$ cat src/design/dsss_pkg.sv
package dsss_pkg;

  ////////////////////////////////////////////////////////////////////////////
  // Sizes, seeds and chip patterns
  localparam int FIFO_DEPTH = 32;
  localparam int FIFO_WIDTH = 2;
  localparam logic [6:0] SCRAMBLER_SEED = 7'h6c;
  localparam logic [10:0] BARKER_WORD = 11'h712;
  localparam logic [3:0] BARKER_LAST_CHIP = 4'ha;
  localparam logic [3:0] CODE_LAST_CHIP = 4'h7;
  localparam logic [2:0] CCK_NEG_CHIP = 3'h6;
  localparam logic [1:0] PHASE_ZERO = 2'h0;
  localparam logic [1:0] PHASE_HALF_TURN = 2'h2;
  localparam logic [3:0] BITS_HEADER = 4'h1;
  localparam logic [7:0] WALSH_CODES [8] = '{8'h03, 8'h0c, 8'h30, 8'h3f, 8'h56, 8'h59, 8'h65, 8'h6a};

  ////////////////////////////////////////////////////////////////////////////
  // Types
  typedef enum logic [2:0] {
    MODE_DBPSK, MODE_DQPSK, MODE_BMBOK, MODE_QMBOK, MODE_CCK55, MODE_CCK11
  } dsss_mode_t;

  typedef enum logic [1:0] {ST_IDLE, ST_FILL, ST_SEND} dsss_state_t;

  typedef enum logic [1:0] {K_BARKER, K_MBOK, K_CCK} dsss_kind_t;

  ////////////////////////////////////////////////////////////////////////////
  // Helpers
  // Phase index 0..3 (45, 135, 225, 315 deg) to sign bits, 1 means negative
  function automatic logic [1:0] ph2iq(input logic [1:0] ph);
    return {ph[1] ^ ph[0], ph[1]};
  endfunction

  // Dibit to counterclockwise phase step, optionally reversed
  function automatic logic [1:0] dq_delta(input logic d0, input logic d1, input logic rev);
    logic [1:0] dl;
    unique case ({d0, d1})
      2'b00: dl = 2'h0;
      2'b01: dl = 2'h1;
      2'b11: dl = 2'h2;
      2'b10: dl = 2'h3;
    endcase
    return rev ? 2'h0 - dl : dl;
  endfunction

  // Sign-magnitude nibble to signed modified orthogonal code
  function automatic logic [7:0] walsh_chips(input logic [3:0] nib);
    return WALSH_CODES[nib[2:0]] ^ {8{nib[3]}};
  endfunction

  function automatic logic [3:0] bits_per_sym(input dsss_mode_t m);
    unique case (m)
      MODE_DBPSK: return 4'h1;
      MODE_DQPSK: return 4'h2;
      MODE_BMBOK, MODE_CCK55: return 4'h4;
      default: return 4'h8;
    endcase
  endfunction

endpackage

$ cat src/design/dsss_stream_if.sv
interface dsss_stream_if #(parameter int WIDTH = 2);
  logic [WIDTH-1:0] data;
  logic valid;
  logic ready;
  modport src (output data, output valid, input ready);
  modport snk (input data, input valid, output ready);
endinterface

$ cat src/design/dsss_fifo.sv
module dsss_fifo #(
  parameter int WIDTH = 2,
  parameter int DEPTH = 32
) (
  // Clock and reset
  input wire logic clock,
  input wire logic resetn,
  input wire logic clk_en,
  // Streams
  dsss_stream_if.snk wr,
  dsss_stream_if.src rd
);
  localparam int AW = $clog2(DEPTH);

  typedef struct packed {
    logic [AW-1:0] wptr;
    logic [AW-1:0] rptr;
    logic [AW:0] count;
    logic room;
  } dsss_fifo_state_t;

  dsss_fifo_state_t s_q, s_d;
  logic [WIDTH-1:0] mem [DEPTH];
  logic push, pop;

  assign rd.valid = s_q.count != '0;
  assign rd.data = mem[s_q.rptr];
  assign wr.ready = s_q.room;

  always_comb begin
    s_d = s_q;
    push = wr.valid && s_q.room;
    pop = rd.valid && rd.ready;
    if (push) begin
      s_d.wptr = s_q.wptr + 1'b1;
    end
    if (pop) begin
      s_d.rptr = s_q.rptr + 1'b1;
    end
    s_d.count = s_q.count + (AW+1)'(push) - (AW+1)'(pop);
    s_d.room = s_d.count < (AW+1)'(DEPTH);
  end

  always_ff @(posedge clock or negedge resetn) begin
    if (!resetn) begin
      s_q <= '{wptr: '0, rptr: '0, count: '0, room: 1'b1};
    end else if (clk_en) begin
      s_q <= s_d;
    end
  end

  always_ff @(posedge clock) begin
    if (clk_en && push) begin
      mem[s_q.wptr] <= wr.data;
    end
  end
endmodule

$ cat src/design/dsss_scrambler.sv
module dsss_scrambler
  import dsss_pkg::*;
(
  // Clock and reset
  input wire logic clock,
  input wire logic resetn,
  input wire logic clk_en,
  // Control
  input wire logic init,
  input wire logic step,
  input wire logic [6:0] taps,
  // Data
  input wire logic din,
  output logic dout
);
  typedef struct packed {
    logic [6:0] sr;
  } dsss_scr_state_t;

  dsss_scr_state_t s_q, s_d;

  always_comb begin
    s_d = s_q;
    dout = din ^ (^(s_q.sr & taps));
    if (init) begin
      s_d.sr = SCRAMBLER_SEED;
    end else if (step) begin
      s_d.sr = {s_q.sr[5:0], dout};
    end
  end

  always_ff @(posedge clock or negedge resetn) begin
    if (!resetn) begin
      s_q <= '{sr: SCRAMBLER_SEED};
    end else if (clk_en) begin
      s_q <= s_d;
    end
  end
endmodule

$ cat src/design/dsss_tx_encoder.sv
module dsss_tx_encoder
  import dsss_pkg::*;
(
  // Clock, reset, chip-rate enable
  input wire logic clock,
  input wire logic resetn,
  input wire logic clk_en,
  // Transmit bit stream from the controller
  input wire logic transmit_path_enable,
  input wire logic tx_bit,
  input wire logic tx_header,
  input wire logic tx_valid,
  output logic tx_ready,
  // Configuration
  input wire dsss_pkg::dsss_mode_t data_mode,
  input wire logic [6:0] scrambler_tap_register,
  input wire logic tx_rotation_reverse,
  // Baseband chips
  output logic i_out,
  output logic q_out,
  output logic chip_valid,
  output logic tx_busy
);
  import dsss_pkg::*;

  typedef struct packed {
    dsss_state_t st;
    logic [3:0] chip;
    dsss_kind_t kind;
    logic hdr;
    logic qm;
    logic [1:0] ph;
    logic [1:0] p2;
    logic [1:0] p3;
    logic [1:0] p4;
    logic [7:0] ci;
    logic [7:0] cq;
    logic ref_bit;
    logic odd;
    logic [7:0] acc;
    logic [3:0] acnt;
    logic [3:0] need;
    logic ahdr;
    logic astart;
    logic i;
    logic q;
    logic cv;
    logic busy;
  } dsss_enc_state_t;

  dsss_enc_state_t s_q, s_d;

  ////////////////////////////////////////////////////////////////////////////
  // Input buffer
  dsss_stream_if #(.WIDTH(FIFO_WIDTH)) in_if ();
  dsss_stream_if #(.WIDTH(FIFO_WIDTH)) rd_if ();

  assign in_if.data = {tx_header, tx_bit};
  assign in_if.valid = tx_valid;
  assign tx_ready = in_if.ready;

  dsss_fifo #(.WIDTH(FIFO_WIDTH), .DEPTH(FIFO_DEPTH)) u_fifo (
    .clock(clock),
    .resetn(resetn),
    .clk_en(clk_en),
    .wr(in_if.snk),
    .rd(rd_if.src)
  );

  ////////////////////////////////////////////////////////////////////////////
  // Scrambler
  logic scr_init, scr_step, scr_in, scr_out;

  dsss_scrambler u_scr (
    .clock(clock),
    .resetn(resetn),
    .clk_en(clk_en),
    .init(scr_init),
    .step(scr_step),
    .taps(scrambler_tap_register),
    .din(scr_in),
    .dout(scr_out)
  );

  ////////////////////////////////////////////////////////////////////////////
  // Symbol assembly, encoding and chip generation
  logic gather, use_fifo, complete, last_chip, encode;
  logic [7:0] acc_n;
  logic [3:0] cnt_n, need_n;
  logic ahdr_n;
  logic [1:0] cph, nph;

  always_comb begin
    s_d = s_q;
    acc_n = s_q.acc;
    cnt_n = s_q.acnt;
    need_n = s_q.need;
    ahdr_n = s_q.ahdr;
    use_fifo = 1'b0;
    cph = PHASE_ZERO;
    nph = PHASE_ZERO;
    gather = (s_q.st != ST_IDLE) && (!s_q.astart || s_q.acnt < s_q.need);
    if (gather) begin
      if (!s_q.astart) begin
        use_fifo = rd_if.valid;
        ahdr_n = rd_if.valid && rd_if.data[1];
        need_n = ahdr_n ? BITS_HEADER : bits_per_sym(data_mode);
      end else begin
        use_fifo = rd_if.valid && (rd_if.data[1] == s_q.ahdr);
      end
      cnt_n = s_q.acnt + 4'h1;
    end
    // Missing bits become zero dummies so chips never stall
    scr_in = use_fifo && rd_if.data[0];
    if (gather) begin
      acc_n[s_q.acnt[2:0]] = scr_out;
    end
    scr_step = gather;
    scr_init = s_q.st == ST_IDLE;
    rd_if.ready = gather && use_fifo;
    complete = (s_q.astart || gather) && cnt_n == need_n;
    last_chip = s_q.chip == ((s_q.kind == K_BARKER) ? BARKER_LAST_CHIP : CODE_LAST_CHIP);

    s_d.acc = acc_n;
    s_d.acnt = cnt_n;
    s_d.need = need_n;
    s_d.ahdr = ahdr_n;
    s_d.astart = s_q.astart || gather;

    // Chip output from the symbol in flight
    s_d.cv = s_q.st == ST_SEND;
    s_d.i = 1'b0;
    s_d.q = 1'b0;
    if (s_q.st == ST_SEND) begin
      unique case (s_q.kind)
        K_BARKER: {s_d.i, s_d.q} = ph2iq(s_q.ph) ^ {2{BARKER_WORD[s_q.chip]}};
        K_MBOK: begin
          s_d.i = s_q.ci[s_q.chip[2:0]] ^ s_q.ref_bit;
          s_d.q = s_q.cq[s_q.chip[2:0]] ^ s_q.ref_bit;
        end
        K_CCK: begin
          cph = s_q.ph + (s_q.chip[0] ? PHASE_ZERO : s_q.p2) + (s_q.chip[1] ? PHASE_ZERO : s_q.p3)
              + (s_q.chip[2] ? PHASE_ZERO : s_q.p4)
              + ((s_q.chip[2:0] == CCK_NEG_CHIP) ? PHASE_HALF_TURN : PHASE_ZERO);
          {s_d.i, s_d.q} = ph2iq(cph);
        end
        default: {s_d.i, s_d.q} = 2'b00;
      endcase
    end

    unique case (s_q.st)
      ST_IDLE: begin
        s_d.ph = PHASE_ZERO;
        s_d.odd = 1'b0;
        if (transmit_path_enable && rd_if.valid) begin
          s_d.st = ST_FILL;
        end
      end
      ST_FILL, ST_SEND: begin
        if (s_q.st == ST_SEND && !last_chip) begin
          s_d.chip = s_q.chip + 4'h1;
        end else if (s_q.st == ST_SEND && !transmit_path_enable) begin
          s_d.st = ST_IDLE;
          s_d.acc = '0;
          s_d.acnt = '0;
          s_d.astart = 1'b0;
        end else if (complete) begin
          s_d.st = ST_SEND;
          s_d.chip = '0;
          s_d.hdr = ahdr_n;
          s_d.acc = '0;
          s_d.acnt = '0;
          s_d.astart = 1'b0;
          s_d.qm = 1'b0;
          if (ahdr_n) begin
            nph = s_q.ph + (acc_n[0] ? PHASE_HALF_TURN : PHASE_ZERO);
            s_d.kind = K_BARKER;
            s_d.ph = nph;
            s_d.ref_bit = nph[1];
            s_d.odd = 1'b0;
          end else begin
            unique case (data_mode)
              MODE_DBPSK: begin
                s_d.kind = K_BARKER;
                s_d.ph = s_q.ph + (acc_n[0] ? PHASE_HALF_TURN : PHASE_ZERO);
              end
              MODE_DQPSK: begin
                s_d.kind = K_BARKER;
                s_d.ph = s_q.ph + dq_delta(acc_n[0], acc_n[1], tx_rotation_reverse);
              end
              MODE_BMBOK: begin
                s_d.kind = K_MBOK;
                s_d.ci = walsh_chips(acc_n[3:0]);
                s_d.cq = walsh_chips(acc_n[3:0]);
              end
              MODE_QMBOK: begin
                s_d.kind = K_MBOK;
                s_d.qm = 1'b1;
                s_d.cq = walsh_chips(acc_n[3:0]);
                s_d.ci = walsh_chips(acc_n[7:4]);
              end
              MODE_CCK55: begin
                s_d.kind = K_CCK;
                s_d.ph = s_q.ph + dq_delta(acc_n[0], acc_n[1], tx_rotation_reverse)
                       + (s_q.odd ? PHASE_HALF_TURN : PHASE_ZERO);
                s_d.p2 = {acc_n[2], 1'b1};
                s_d.p3 = PHASE_ZERO;
                s_d.p4 = {acc_n[3], 1'b0};
                s_d.odd = !s_q.odd;
              end
              MODE_CCK11: begin
                s_d.kind = K_CCK;
                s_d.ph = s_q.ph + dq_delta(acc_n[0], acc_n[1], tx_rotation_reverse)
                       + (s_q.odd ? PHASE_HALF_TURN : PHASE_ZERO);
                s_d.p2 = {acc_n[2], acc_n[3]};
                s_d.p3 = {acc_n[4], acc_n[5]};
                s_d.p4 = {acc_n[6], acc_n[7]};
                s_d.odd = !s_q.odd;
              end
              default: s_d.kind = K_BARKER;
            endcase
          end
        end
      end
      default: s_d.st = ST_IDLE;
    endcase
    s_d.busy = s_d.st != ST_IDLE;
  end

  always_ff @(posedge clock or negedge resetn) begin
    if (!resetn) begin
      s_q <= '0;
    end else if (clk_en) begin
      s_q <= s_d;
    end
  end

  assign i_out = s_q.i;
  assign q_out = s_q.q;
  assign chip_valid = s_q.cv;
  assign tx_busy = s_q.busy;

  // Cycle in which a gathered symbol is encoded
  assign encode = complete && (s_q.st == ST_FILL || (s_q.st == ST_SEND && last_chip && transmit_path_enable));
endmodule

$ cat config.mk
export PLATFORM = sky130hd
export DESIGN_NAME = dsss_tx_encoder
export DESIGN_NICKNAME = d
export VERILOG_FILES = /design/src/design/dsss_pkg.sv /design/src/design/dsss_stream_if.sv /design/src/design/dsss_fifo.sv /design/src/design/dsss_scrambler.sv /design/src/design/dsss_tx_encoder.sv
export SDC_FILE = /design/constraint.sdc
export NUM_CORES = 1
export LEC_CHECK = 0
export BUFFER_PORTS_ARGS = -buffer_cell sky130_fd_sc_hd__buf_4
export CAP_MARGIN = 20
export CORE_MARGIN = 4
export CORE_UTILIZATION = 25
export CTS_BUF_LIST = sky130_fd_sc_hd__clkbuf_8
export DETAILED_ROUTE_END_ITERATION = 8
export PLACE_DENSITY = 0.42
export SLEW_MARGIN = 25
export SYNTH_ARGS = -nofsm -noshare
export SYNTH_HDL_FRONTEND = slang
export SYNTH_SLANG_ARGS = --single-unit
$ cat constraint.sdc
create_clock -name clock -period 10.1 [get_ports clock]
set_input_delay 1.515 -clock clock [delete_from_list [all_inputs] [get_ports clock]]
set_output_delay 1.515 -clock clock [all_outputs]
set_load 0.005 [all_outputs]
**Word level (Yosys, flattened, before mapping)**

Memory sizes are Yosys's and may differ from the RTL's.
Index checks and enable logic that the tools add are counted.

- Flip-flop bits (word level): 82
- RAM bits: 64
- ROM bits: 144
- Input port bits: 18
- Output and inout bits: 5
- Word-level logic and storage cells: 225
- Memories kept: 4

Memories:

| memory | words | bits a word | read ports | clocked after memory_dff | wr ports | RTL line | RTL |
|---|---|---|---|---|---|---|---|
| (no name shown) | 8 | 8 | 1 | 0 | 0 | dsss_pkg.sv:48 | `return WALSH_CODES[nib[2:0]] ^ {8{nib[3]}};` |
| (no name shown) | 8 | 8 | 1 | 0 | 0 | dsss_pkg.sv:48 |  |
| u_fifo.mem | 32 | 2 | 1 | 0 | 1 | dsss_fifo.sv:23 | `logic [WIDTH-1:0] mem [DEPTH];` |
| (no name shown) | 16 | 1 | 1 | 0 | 0 | dsss_tx_encoder.sv:136 | `K_BARKER: {s_d.i, s_d.q} = ph2iq(s_q.ph) ^ {2{BARKER_WORD[s_q.chip]}};` |

- $add $sub $neg: 19
- Magnitude comparators: 8
- Eq/ne operators: 22
- Multiplexer cells: 85
- Bitwise logic cells: 14
- Reduce and logical (&&, ||, !) cells: 46

Operators by type and width:

| operator | count |
|---|---|
| $mux 2 | 33 |
| $mux 48 | 1 |
| $mux 8 | 5 |
| $mux 38 | 1 |
| $mux 34 | 1 |
| $pmux 16 s2 | 1 |
| $mux 12 | 2 |
| $mux 4 | 6 |
| $mux 22 | 1 |
| $add 2x2->2 | 10 |
| $mux 1 | 19 |
| $reduce_and 6->1 | 3 |
| $pmux 2 s4 | 2 |
| $xor 8x8->8 | 2 |
| $mux 7 | 2 |
| $reduce_and 7->1 | 2 |
| $reduce_bool 2->1 | 7 |
| $logic_and 1x1->1 | 13 |
| $pmux 2 s2 | 3 |
| $pmux 4 s3 | 1 |
| $pmux 6 s2 | 1 |
| $add 5x1->5 const B | 2 |
| $eq 3x3->1 const B | 3 |
| $add 4x1->4 const B | 2 |
| 38 further kinds | 71 |

**Depth between registers and ports, before layout**

Gate-level depths: netlist of the first run.
An unclocked memory read counts as a cell.

- Word-level depth: 28
- Gate-level depth with buffers: 21
- Depth with buffers taken out: 19

**Hierarchy**

Synthesis of the first run repeated with hierarchy kept, for this count alone.

- Cells, all modules: 758
- Area total of the unflattened synthesis: 8280.4 um^2

Modules (own cells, without submodules):

| module | times used | cells an instance | area each (um^2) | seq. area each (um^2) |
|---|---|---|---|---|
| dsss_tx_encoder | 1 | 457 | 4146.5 | 1401.3 |
| dsss_fifo | 1 | 257 | 3714.8 | 2348.5 |
| dsss_scrambler | 1 | 44 | 419.2 | 180.2 |

**Worst setup path before layout of the first run**

OpenSTA, ideal clock, no wires.

- Kind: input-to-reg
- Start point: input scrambler_tap_register[2]
- End point: register s_q[47] (netlist bit)
- Library setup time: 0.121 ns
- Data arrival time: 4.342 ns
- Required time: 9.979 ns
- Slack: 5.637 ns
- Cell stages on the path: 18
- Buffers on the path: 1
- Cell sequence: nand2_1 -> xor2_1 -> xnor2_1 -> xnor2_1 -> nand3b_1 -> or4_1 -> o211a_1 -> buf_2 -> xnor2_1 -> inv_1 -> ha_1 -> xor2_1 -> nor2_1 -> nand4_1 -> o21ai_0 -> a31oi_1 -> o2111ai_1 -> a22o_1

- Cells in the longest elaborated chain, start to end: 23
- Elaborated cells between the ends (all ways): 47
- Those cells by class: add/sub (9); eq/ne (3); mux (31); bitwise (2); reduce/logical (2)

RTL lines:

| element | RTL line | RTL |
|---|---|---|
| start, declared | dsss_tx_encoder.sv:16 | `input wire logic [6:0] scrambler_tap_register,` |
| $and 7x7->7 (*) | dsss_scrambler.sv:24 | `dout = din ^ (^(s_q.sr & taps));` |
| $reduce_xor 7->1 (*) | dsss_scrambler.sv:24 |  |
| $xor 1x1->1 (*) | dsss_scrambler.sv:24 |  |
| $bwmux 8 (*) | dsss_tx_encoder.sv:116 | `acc_n[s_q.acnt[2:0]] = scr_out;` |
| $mux 8 (*) | dsss_tx_encoder.sv:115 | `if (gather) begin` |
| $eq 2x2->1 (tied with other cells) | dsss_pkg.sv:37 | `unique case ({d0, d1})` |
| $pmux 2 s4 | dsss_pkg.sv:37 |  |
| $mux 2 | dsss_tx_encoder.sv:182 | `unique case (data_mode)` |
| (+7 left out) | - |  |
| $add 2x2->2 (on tied branches) | dsss_tx_encoder.sv:213, dsss_tx_encoder.sv:204 |  |
| $add 2x2->2 (on tied branches) | dsss_tx_encoder.sv:214, dsss_tx_encoder.sv:205 |  |
| $pmux 2 s4 | dsss_tx_encoder.sv:182 |  |
| $mux 2 (*) | dsss_tx_encoder.sv:175 | `if (ahdr_n) begin` |
| $mux 48 (*) | dsss_tx_encoder.sv:167 | `end else if (complete) begin` |
| $mux 34 (*) | dsss_tx_encoder.sv:162 | `end else if (s_q.st == ST_SEND && !transmit_path_enable) begin` |
| $mux 38 (*) | dsss_tx_encoder.sv:160 | `if (s_q.st == ST_SEND && !last_chip) begin` |
| $pmux 2 s2 (*) | dsss_tx_encoder.sv:151 | `unique case (s_q.st)` |
| end signal, assigned | dsss_tx_encoder.sv:232 | `s_q <= '0;` |
| end signal, assigned | dsss_tx_encoder.sv:234 | `s_q <= s_d;` |
| end, declared | dsss_tx_encoder.sv:51 | `dsss_enc_state_t s_q, s_d;` |

Every way passes the cells marked *; elsewhere a longest branch is shown, timed or not. The select of a mux whose other input is x is not followed.
A chain may end at the register's enable or synchronous reset.

**Final worst setup path of the first run**

- Start point: register u_fifo.s_q[7] (netlist bit)
- End point: register s_q[47] (netlist bit)

- Cells in the longest elaborated chain, start to end: 27
- Elaborated cells between the ends (all ways): 62
- Those cells by class: add/sub (9); eq/ne (7); mux (38); bitwise (1); reduce/logical (6); memory (1)

RTL lines:

| element | RTL line | RTL |
|---|---|---|
| start, declared | dsss_fifo.sv:22 | `dsss_fifo_state_t s_q, s_d;` |
| start signal, assigned | dsss_fifo.sv:46 | `s_q <= '{wptr: '0, rptr: '0, count: '0, room: 1'b1};` |
| $mem_v2 32x2 (*) | - |  |
| $eq 1x1->1 | dsss_tx_encoder.sv:109 | `use_fifo = rd_if.valid && (rd_if.data[1] == s_q.ahdr);` |
| $logic_and 1x1->1 | dsss_tx_encoder.sv:109 |  |
| $mux 1 | dsss_tx_encoder.sv:104 | `if (!s_q.astart) begin` |
| $mux 1 | dsss_tx_encoder.sv:103 | `if (gather) begin` |
| $logic_and 1x1->1 | dsss_tx_encoder.sv:114 | `scr_in = use_fifo && rd_if.data[0];` |
| $xor 1x1->1 | dsss_scrambler.sv:24 |  |
| $bwmux 8 | dsss_tx_encoder.sv:116 |  |
| (+11 left out) | - |  |
| $add 2x2->2 (on tied branches) | dsss_tx_encoder.sv:213, dsss_tx_encoder.sv:204 |  |
| $add 2x2->2 (on tied branches) | dsss_tx_encoder.sv:214, dsss_tx_encoder.sv:205 |  |
| $pmux 2 s4 | dsss_tx_encoder.sv:182 |  |
| $mux 2 | dsss_tx_encoder.sv:175 |  |
| $mux 48 | dsss_tx_encoder.sv:167 |  |
| $mux 34 | dsss_tx_encoder.sv:162 |  |
| $mux 38 | dsss_tx_encoder.sv:160 |  |
| $pmux 2 s2 | dsss_tx_encoder.sv:151 |  |

Marked as above.

==> results of run 1 <==
## tightest hold or removal path, stage by stage (launching register included)
cell                      delay, ps
sky130_fd_sc_hd__dfrtp_1        350
sky130_fd_sc_hd__nand2_1         50
sky130_fd_sc_hd__o31ai_1         50
## logic make-up after synthesis
family,after synthesis
AND/OR/NAND/NOR,262
adder cells (fa/ha/maj),32
flip-flops,144
XOR/XNOR,53
buffers and inverters,72
multiplexers,52
AO/OA/AOI/OAI,136
## cells in the final DEF (no fill, tap or decap), types with 7 or more instances in the layout
cell type                  count
sky130_fd_sc_hd__inv_1        38
sky130_fd_sc_hd__nand3_1      15
sky130_fd_sc_hd__edfxtp_1     64
sky130_fd_sc_hd__mux2_2       11
sky130_fd_sc_hd__xor2_1       14
sky130_fd_sc_hd__nand2b_1      8
sky130_fd_sc_hd__xnor2_1      37
sky130_fd_sc_hd__buf_4        29
sky130_fd_sc_hd__dfrtp_1      74
sky130_fd_sc_hd__nor2_1       79
sky130_fd_sc_hd__nor2b_1      11
sky130_fd_sc_hd__a21oi_1      22
sky130_fd_sc_hd__clkbuf_8     17
sky130_fd_sc_hd__nand2_1      99
sky130_fd_sc_hd__mux2i_1      24
sky130_fd_sc_hd__mux4_2       12
sky130_fd_sc_hd__nor3_1        9
sky130_fd_sc_hd__ha_1         28
sky130_fd_sc_hd__a22o_1        7
sky130_fd_sc_hd__nand3b_1      7
sky130_fd_sc_hd__o21ai_0      38
sky130_fd_sc_hd__o31ai_1      14
## area by class of cell
type / count / area, sq um
fill: 3354 / 22700
multi-input combinational: 535 / 3760
sequential: 144 / 3930
timing repair buffer: 29 / 218
tap: 402 / 503
clock buffer: 17 / 234
clock inverter: 15 / 97.6
inverter: 36 / 135
## per-layer routing
layer / track usage [%] / routed length (um) / share of wire (%) / vias up
li1: - / - / - / 2678
met2: 18.4 / 9080 / 46 / 69
met5: 0 / 0 / 0 / -
met3: 2.53 / 510 / 2.6 / 18
met4: 3.47 / 297 / 1.5 / 0
met1: 16.1 / 9670 / 49 / 2647
## worst max path at each step
stage	start	to	slack, ps	depth (start not counted)
after floorplan	scrambler_tap_register[2]	s_q[47]	5640	18
after global placement	u_fifo.s_q[7]	s_q[47]	4940	18
after detailed placement	data_mode[1]	s_q[34]	4870	10
after CTS	u_fifo.s_q[7]	s_q[47]	4880	18
after global routing	u_fifo.s_q[7]	s_q[47]	4590	18
final	u_fifo.s_q[7]	s_q[47]	4950	18
## sequential cells by signal, summed over array words and instances, names as in the netlist
signal	count
u_fifo.s_q	16
s_q	52
q_out	1
tx_busy	1
u_fifo.mem	64
u_fifo.wr.ready	1
u_scr.s_q	7
i_out	1
chip_valid	1
## power groups by stage
stage	combinational (uW)	clock [uW]	sequential (uW)
after floorplan	758	0	758
after global placement	920	0	853
after detailed placement	918	0	851
after CTS	922	428	839
after global routing	1030	453	857
final	906	411	837
## through the flow
stage | utilization (%) | total power, uW | area (sq um) | std cells
final | 28.1 | 2150 | 8870 | 1178
after global routing | 28.1 | 2340 | 8870 | 1178
after CTS | 28.1 | 2190 | 8870 | 1178
after detailed placement | 27.1 | 1770 | 8540 | 1146
after global placement | 27.1 | 1770 | 8540 | 1146
after floorplan | - | 1520 | 7980 | 751
==> results by stage, run 1 <==
Run status:
- The flow ran to the end, and the final reports show no timing, DRC or antenna violations.

Placed design:
- At the placement stage, the worst setup path has a slack of 4870 ps.
- The placer's final routability congestion estimate is 0.768.
- The half-perimeter wire length after detailed placement is 13.8 mm.
- The count of buffers inserted at the top-level ports is 22.

Die:
- The core footprint is 31600 sq um.
- The y dimension of the die is 187 um.
- Once the floorplan was initialized, standard cells occupied 25.3% of the core.
- The I/O pin count is 23.
- The die footprint is 34800 sq um.
- The number of rows created at floorplan is 65.
- The width of the die is 187 um.

Layout:
- Relative to the synthesized area, the layout overhead comes to 11.2%.
- The number of nets in the finished design is 812.
- The repair_antennas step left the layout with diodes totalling 0.
- Cells with a size suffix above 1 make up 13.0% of the layout.

Critical path:
- Traced cell by cell, the critical path runs through clkinv_1, or3_1, and3_1, a31o_1, or3_1, and3_4, or4_1, o211a_1, xnor2_1, inv_1, ha_1, xor2_1, nor2_1, nand4_1, o21ai_0, a31oi_1, o2111ai_1, a22o_1.
- The depth of the most critical reg-to-reg path is 18.
- The required time of the worst setup path is 10440 ps.
- Among all stages on the critical path, the largest delay is contributed by sky130_fd_sc_hd__dfrtp_1.
- Among cell families on the critical path, the largest total delay comes from simple AND/OR/NAND/NOR gates.
- The capture point of the worst reg-to-reg path is s_q[47].
- The maximum single-stage delay on the critical path is 720 ps.
- The combined buffer and inverter count along the critical path is 2.
- The source of the worst register-to-register timing path is u_fifo.s_q[7].
- The most frequent cell on the critical path is sky130_fd_sc_hd__or3_1.
- Across all register-to-register paths, the minimum setup slack is 4950 ps.
- The critical path is of the flop to flop type.
- The capturing element type of the critical path is a flop.
- The arrival time at the worst endpoint is 5490 ps.
- The maximum fanout count along the critical path is 12.
- The worst setup path is launched from a flop.

CTS:
- The H-tree was split into 4 levels.
- The clock transition at the registers of the reported paths is 80 ps.
- Hold repair after CTS inserted 0 buffers.
- The number of setup buffers added after CTS is 0.
- The number of gates given a new drive strength after cts is 0.
- The master cell of the clock root buffer is sky130_fd_sc_hd__clkbuf_8.
- The clock latency of the later-clocked register in the worst-skew pair is 450 ps.
- The count of clock tree sinks is 144.
- TritonCTS built the clock tree.
- In this run the deepest clock path goes through 2 buffers.
- The number of buffers added by the clock tree synthesis step is 17.

Yosys:
- In this run the biggest area consumer among cell types represents 24.1% of the synthesized area.
- Yosys printed 0 warnings.
- The number of distinct standard cells referenced by the synthesized netlist is 73.
- After synthesis, flip-flops and latches occupy 49.3% of the total area.
- For this run, the leading register cell type out of synthesis is sky130_fd_sc_hd__dfrtp_1.
- The combined area of all synthesized cells is 7980 sq um.
- The simple-gate share of the synthesized area is 15.0%.
- The synthesized netlist net count is 800.
- The library cell with the largest summed area after synthesis is sky130_fd_sc_hd__edfxtp_1.
- The synthesized netlist devotes 11.5% of its cell area to compound gates.
- The xor/xnor share of the synthesized area is 6.01%.
- The adder and majority cell fraction of the synthesized area is 5.27%.
- Of all flip-flops after synthesis, the portion carrying an async set or reset was 55.6%.
- Ranked by instance count, the synthesized netlist is headed by sky130_fd_sc_hd__nand2_1 (99), sky130_fd_sc_hd__nor2_1 (79), sky130_fd_sc_hd__dfrtp_1 (75).
- The combinational family with the most area after synthesis is simple AND/OR/NAND/NOR gates.
- The portion of synthesized area spent on multiplexers is 9.27%.
- The instance count of the mapped netlist is 751.
- Yosys mapped a number of flops with a built-in enable equal to 64.
- Dividing the synthesized area by the synthesized cell count gives 10.6 sq um.
- Yosys instantiated no cell more often than sky130_fd_sc_hd__nand2_1.
- The number of register bits inferred by synthesis is 144.
- In the post-synthesis netlist, the biggest area contributors are sky130_fd_sc_hd__edfxtp_1 (24%), sky130_fd_sc_hd__dfrtp_1 (24%), sky130_fd_sc_hd__nand2_1 (4.7%), sky130_fd_sc_hd__ha_1 (4.4%), sky130_fd_sc_hd__xnor2_1 (4.1%).

GRT:
- The initial antenna violation count was 0.
- The global-route wire length before repair is 32.3 mm.
- Summed over all layers, the global routing overflow is 0.
- Entering global routing, the biggest net connects 42 pins.
- The number of global-route vias before repair is 5727.
- The aggregate global-route resource usage is 11.6%.

Timing:
- Static timing analysis puts the maximum clock frequency at 0.194 GHz.
- For the pin with the worst max-slew slack, the measured transition is 888 ps.
- The max-slew violation total from the final report is 0.
- The worst pin sits at a relative slew slack of 40.8%.
- The final setup slack of the worst path is 4950 ps.
- The final worst clock skew is 12.1 ps.
- Setup total negative slack on the finished layout was measured at 0 ps.
- The final critical path takes up 51.0% of the cycle.
- The hold violation count in the final report is 0.
- The number of endpoints failing setup at the final stage is 0.
- Hold timing on the final database bottoms out at a slack of 481 ps.
- Setup repair after global routing left no endpoint under its margin.
- For the finished layout, the period the worst path requires is 5150 ps.

Route:
- Detailed routing inserted a total of 5412 vias.
- The post-route DRC violation count is 0.
- The final layout contains routed wiring with a total length of 19.6 mm.
- The detailed router finished its first iteration with 329 violations.
- The detail route stage leaves a number of antenna-violating nets equal to 0.
- In the final routed layout, each cell accounts on average for 16.6 um.
- After detailed routing, the number of vias per cell comes to 4.59.
- The number of iterations in the first detailed-routing pass is 4.

Power:
- The part of the power in combinational logic is 42.1%.
- The internal power consumption is 1260 uW.
- Of the total power, the share spent switching nets is 41.4%.
- The static power due to leakage is 0.00338 uW.
- The net switching power is 893 uW.
- The share of total power dissipated in sequential elements is 38.8%.
- The share of total power dissipated in the clock network is 19.1%.
- The maximum vdd ir drop is 0.0844 mV.
- The power density normalized to cell area is 243 nW/um^2.

Min path:
- The worst hold path begins at s_q[43].
- The path with the worst hold slack has its endpoint at s_q[43].
- The path class of the tightest hold or removal check is flop to flop.
- The depth of the worst hold-timing path is 2.

Run:
- Across the run, the number of max-cap violations was 0.
(Power assumes the default switching activity.)
==> inputs of run 2 (changes only) <==
- ABC_AREA: unset -> 1
- clock period: 10.1 -> 4.8 ns (I/O delays scaled with it)
==> results by stage, run 2 <==
Die:
- Pin placement for this block handled 23 I/O pins.
- The core footprint is 31800 sq um.
- The y dimension of the die is 188 um.
- The width of the die is 188 um.
- The starting density of the core is 25.6%.
- The number of rows created at floorplan is 65.
- The die covers 35500 sq um.

Critical path:
- The most frequent cell on the critical path is sky130_fd_sc_hd__nand2_1.
- The combined buffer and inverter count along the critical path is 2.
- STA puts the critical path data required time at 5160 ps.
- The maximum fanout count along the critical path is 33.
- The reg2reg setup slack is 1220 ps.
- The worst setup path is launched from a flop.
- The maximum single-stage delay on the critical path is 720 ps.
- The critical path is of the flop to flop type.
- The critical path goes through inv_4, nand2_1, nand3_1, nand3_1, nand2_1, nor2_1, nand2_2, nand2_1, nand2_1, nand3_2, nand3_1, nand2_2, nand3_1, nand2_1, xor2_1, ha_1, xnor2_1, nand3_1, nand3_1, nand2_1, inv_1, nand2_1, nand2_1, nand2_1.
- The arrival time at the worst endpoint is 3940 ps.
- The worst setup path is captured at a flop.
- On the critical path, the stage with the largest delay is an instance of sky130_fd_sc_hd__dfrtp_1.
- The cell family with the largest share of critical-path delay is simple AND/OR/NAND/NOR gates.

Route:
- The total vias in the final route is 6411.
- The iteration-0 DRC count of the detailed router is 438.
- The number of iterations in the first detailed-routing pass is 5.
- The detailed-route wire length per cell is 14.7 um.
- The number of nets with antenna violations after detailed routing is 0.
- Summed over all layers, the routed wires come to 21.5 mm.
- The post-route DRC violation count is 0.
- The via density per instance is 4.39.

CTS:
- The quantity of hold-fixing buffers added after cts is 0.
- The maximum clock path buffer count is 2.
- The clock transition at the registers of the reported paths is 90 ps.
- Clock latency on the worst-skew pair, taken at its later pin, is 470 ps.
- TritonCTS built the clock tree.
- CTS built an H-tree with a depth of 4.
- The number of buffers added by the clock tree synthesis step is 17.
- The master cell of the clock root buffer is sky130_fd_sc_hd__clkbuf_8.
- CTS saw 144 sinks.
- Buffers added to address setup during post-CTS repair amount to 0.
- Gates resized during post-CTS repair numbered 0.

Yosys:
- The instance count of the mapped netlist is 995.
- In this run the biggest area consumer among cell types represents 23.6% of the synthesized area.
- The largest total area in the synthesized netlist belongs to sky130_fd_sc_hd__edfxtp_1.
- The number of register bits inferred by synthesis is 144.
- The combined area of all synthesized cells is 8140 sq um.
- The sequential fraction of the synthesis area is 48.3%.
- The synthesis warning total is 0.
- The mean post-synth cell area is 8.18 sq um.
- The number of nets in the synthesized netlist is 1044.
- The number of flops mapped to enable cells by yosys is 64.
- The number of distinct standard cells referenced by the synthesized netlist is 43.
- Sorting the synthesized cells by area gives the leading types as sky130_fd_sc_hd__edfxtp_1 (24%), sky130_fd_sc_hd__dfrtp_1 (23%), sky130_fd_sc_hd__nand2_1 (13%), sky130_fd_sc_hd__nand3_1 (5.8%), sky130_fd_sc_hd__inv_1 (5.7%).
- Counting instances in the post-synthesis netlist gives the leading cell types as sky130_fd_sc_hd__nand2_1 (287), sky130_fd_sc_hd__inv_1 (123), sky130_fd_sc_hd__nor2_1 (98).
- After synthesis, the share of flip-flops with an asynchronous set or reset is 55.6%.
- The most frequent cell after synthesis is sky130_fd_sc_hd__nand2_1.
- The most used flip-flop cell after synthesis is sky130_fd_sc_hd__dfrtp_1.

Layout:
- Leaving out fill and tap cells, the most frequent cells in the layout are sky130_fd_sc_hd__nand2_1 (287), sky130_fd_sc_hd__inv_1 (124), sky130_fd_sc_hd__nor2_1 (98).
- Counting the fill cells in the layout gives 3457.
- 0 antenna diodes ended up in the layout.
- u_fifo.mem holds more flip-flops than any other register.
- The register with the most flip-flops in the layout has 64 of them.
- The library cell used most frequently in the layout, excluding fill and tap cells, is sky130_fd_sc_hd__nand2_1.
- In the final layout, the registers with the most flip-flops are u_fifo.mem: 64 flops, s_q: 52 flops, u_fifo.s_q: 16 flops.
- From synthesis to final layout, the design area changed by 11.9%.
- After the last flow step, the layout net total stands at 1063.
- The proportion of layout cells with a drive suffix above 1 is 8.08%.

Run:
- The count of max-cap constraint violations is 0.

Timing:
- The maximum frequency from static timing analysis is 0.280 GHz.
- Setup slack on the critical path of the routed design comes to 1220 ps.
- The worst slew margin relative to its limit is 38.2%.
- On the final layout, the worst clock skew is 16.1 ps.
- For the finished layout, the period the worst path requires is 3580 ps.
- The hold violation count in the final report came to 0.
- The max-slew violation total from the final report is 0.
- Setup repair after global routing left no endpoint under its margin.
- Setup violations remaining at the end of the flow were counted as 0.
- The worst path uses 74.5% of the clock period.
- For the final routed database, the setup TNS stands at 0 ps.
- The actual slew at the worst max-slew pin is 918 ps.
- The worst-case hold slack is 266 ps.

GRT:
- The largest net degree at the start of global routing is 45.
- The aggregate global-route resource usage is 12.5%.
- The initial antenna violation count came to 0.
- For this run the aggregate overflow at the end of global routing stands at 0.
- The global-route wire length before repair is 35.3 mm.
- The number of global-route vias before repair is 6432.

Placed design:
- The half-perimeter wire length after detailed placement is 15.7 mm.
- Port buffering added 22 buffers.
- Routability-driven placement finished with a final weighted congestion of 0.792.
- The worst slack at placement is 1250 ps.

Power:
- The maximum vdd ir drop is 0.250 mV.
- In this run the power density over the cells is 611 nW/um^2.
- For this design the static power due to leakage is 0.00416 uW.

Min path:
- The tightest min-delay check is of the input port to async pin type.

Run status:
- The flow ran to the end, and the final reports show no timing, DRC or antenna violations.
-- run 2: cell count changes after synthesis, sizes merged, moves of 27 or more --
cell,change
nand3,+82
xnor2,-27
nand2,+195
o21ai,+30
inv,+91
mux2i,-28
-- run 2: cells by family (layout without fill, tap and decap cells) --
kind of cell    after synthesis  count (layout)  synth area share (%)
compound gates              116             116                  7.89
xor+xnor                     39              39                  4.20
fa+ha+maj                    31              31                  5.04
buf+inv                     155             187                  7.97
flops                       144             144                  48.3
simple gates                510             510                  26.6
-- run 2: layout make-up --
cell class              instances  area, sq um  area share, %
clock buffers                  17          234           2.57
clock inverters                15          146           1.61
inverters                     128          488           5.36
multi-input cells             696         3560           39.1
flip-flops and latches        144         3930           43.2
well taps                     435          544           5.98
repair buffers                 27          203           2.23
-- run 2: power breakdown --
group	internal, uW	switching, uW
registers	1560	257
logic	935	1850
clock network	425	537
total	2920	2640
-- run 2: routing by layer --
metal	part of all wire [%]	GRT usage, %
met5	0	0
met2	45	19.4
met4	1.3	3.48
met1	50	17.9
met3	3.2	2.52
-- run 2: stage by stage --
stage                     util (%)  power, uW  instance area (sq um)  cells
after floorplan                  -       3940                   8140    995
after global placement        27.4       4660                   8720   1430
after detailed placement      27.4       4650                   8720   1430
after CTS                     28.6       5630                   9100   1462
after global routing          28.6       6130                   9100   1462
final                         28.6       5570                   9100   1462
-- run 2: path summary, 6_finish.rpt --
| path | end | from | cells after the start |
|---|---|---|---|
| setup / recovery | s_q[47] | u_fifo.s_q[7] | 24 |
| hold reg to reg | chip_valid | chip_valid | 2 |
| hold / removal | s_q[34] | resetn | 1 |
| setup reg to reg | s_q[47] | u_fifo.s_q[7] | 24 |
| max in group asynchronous | u_fifo.s_q[1] | resetn | 2 |
| min in group clock | chip_valid | chip_valid | 2 |
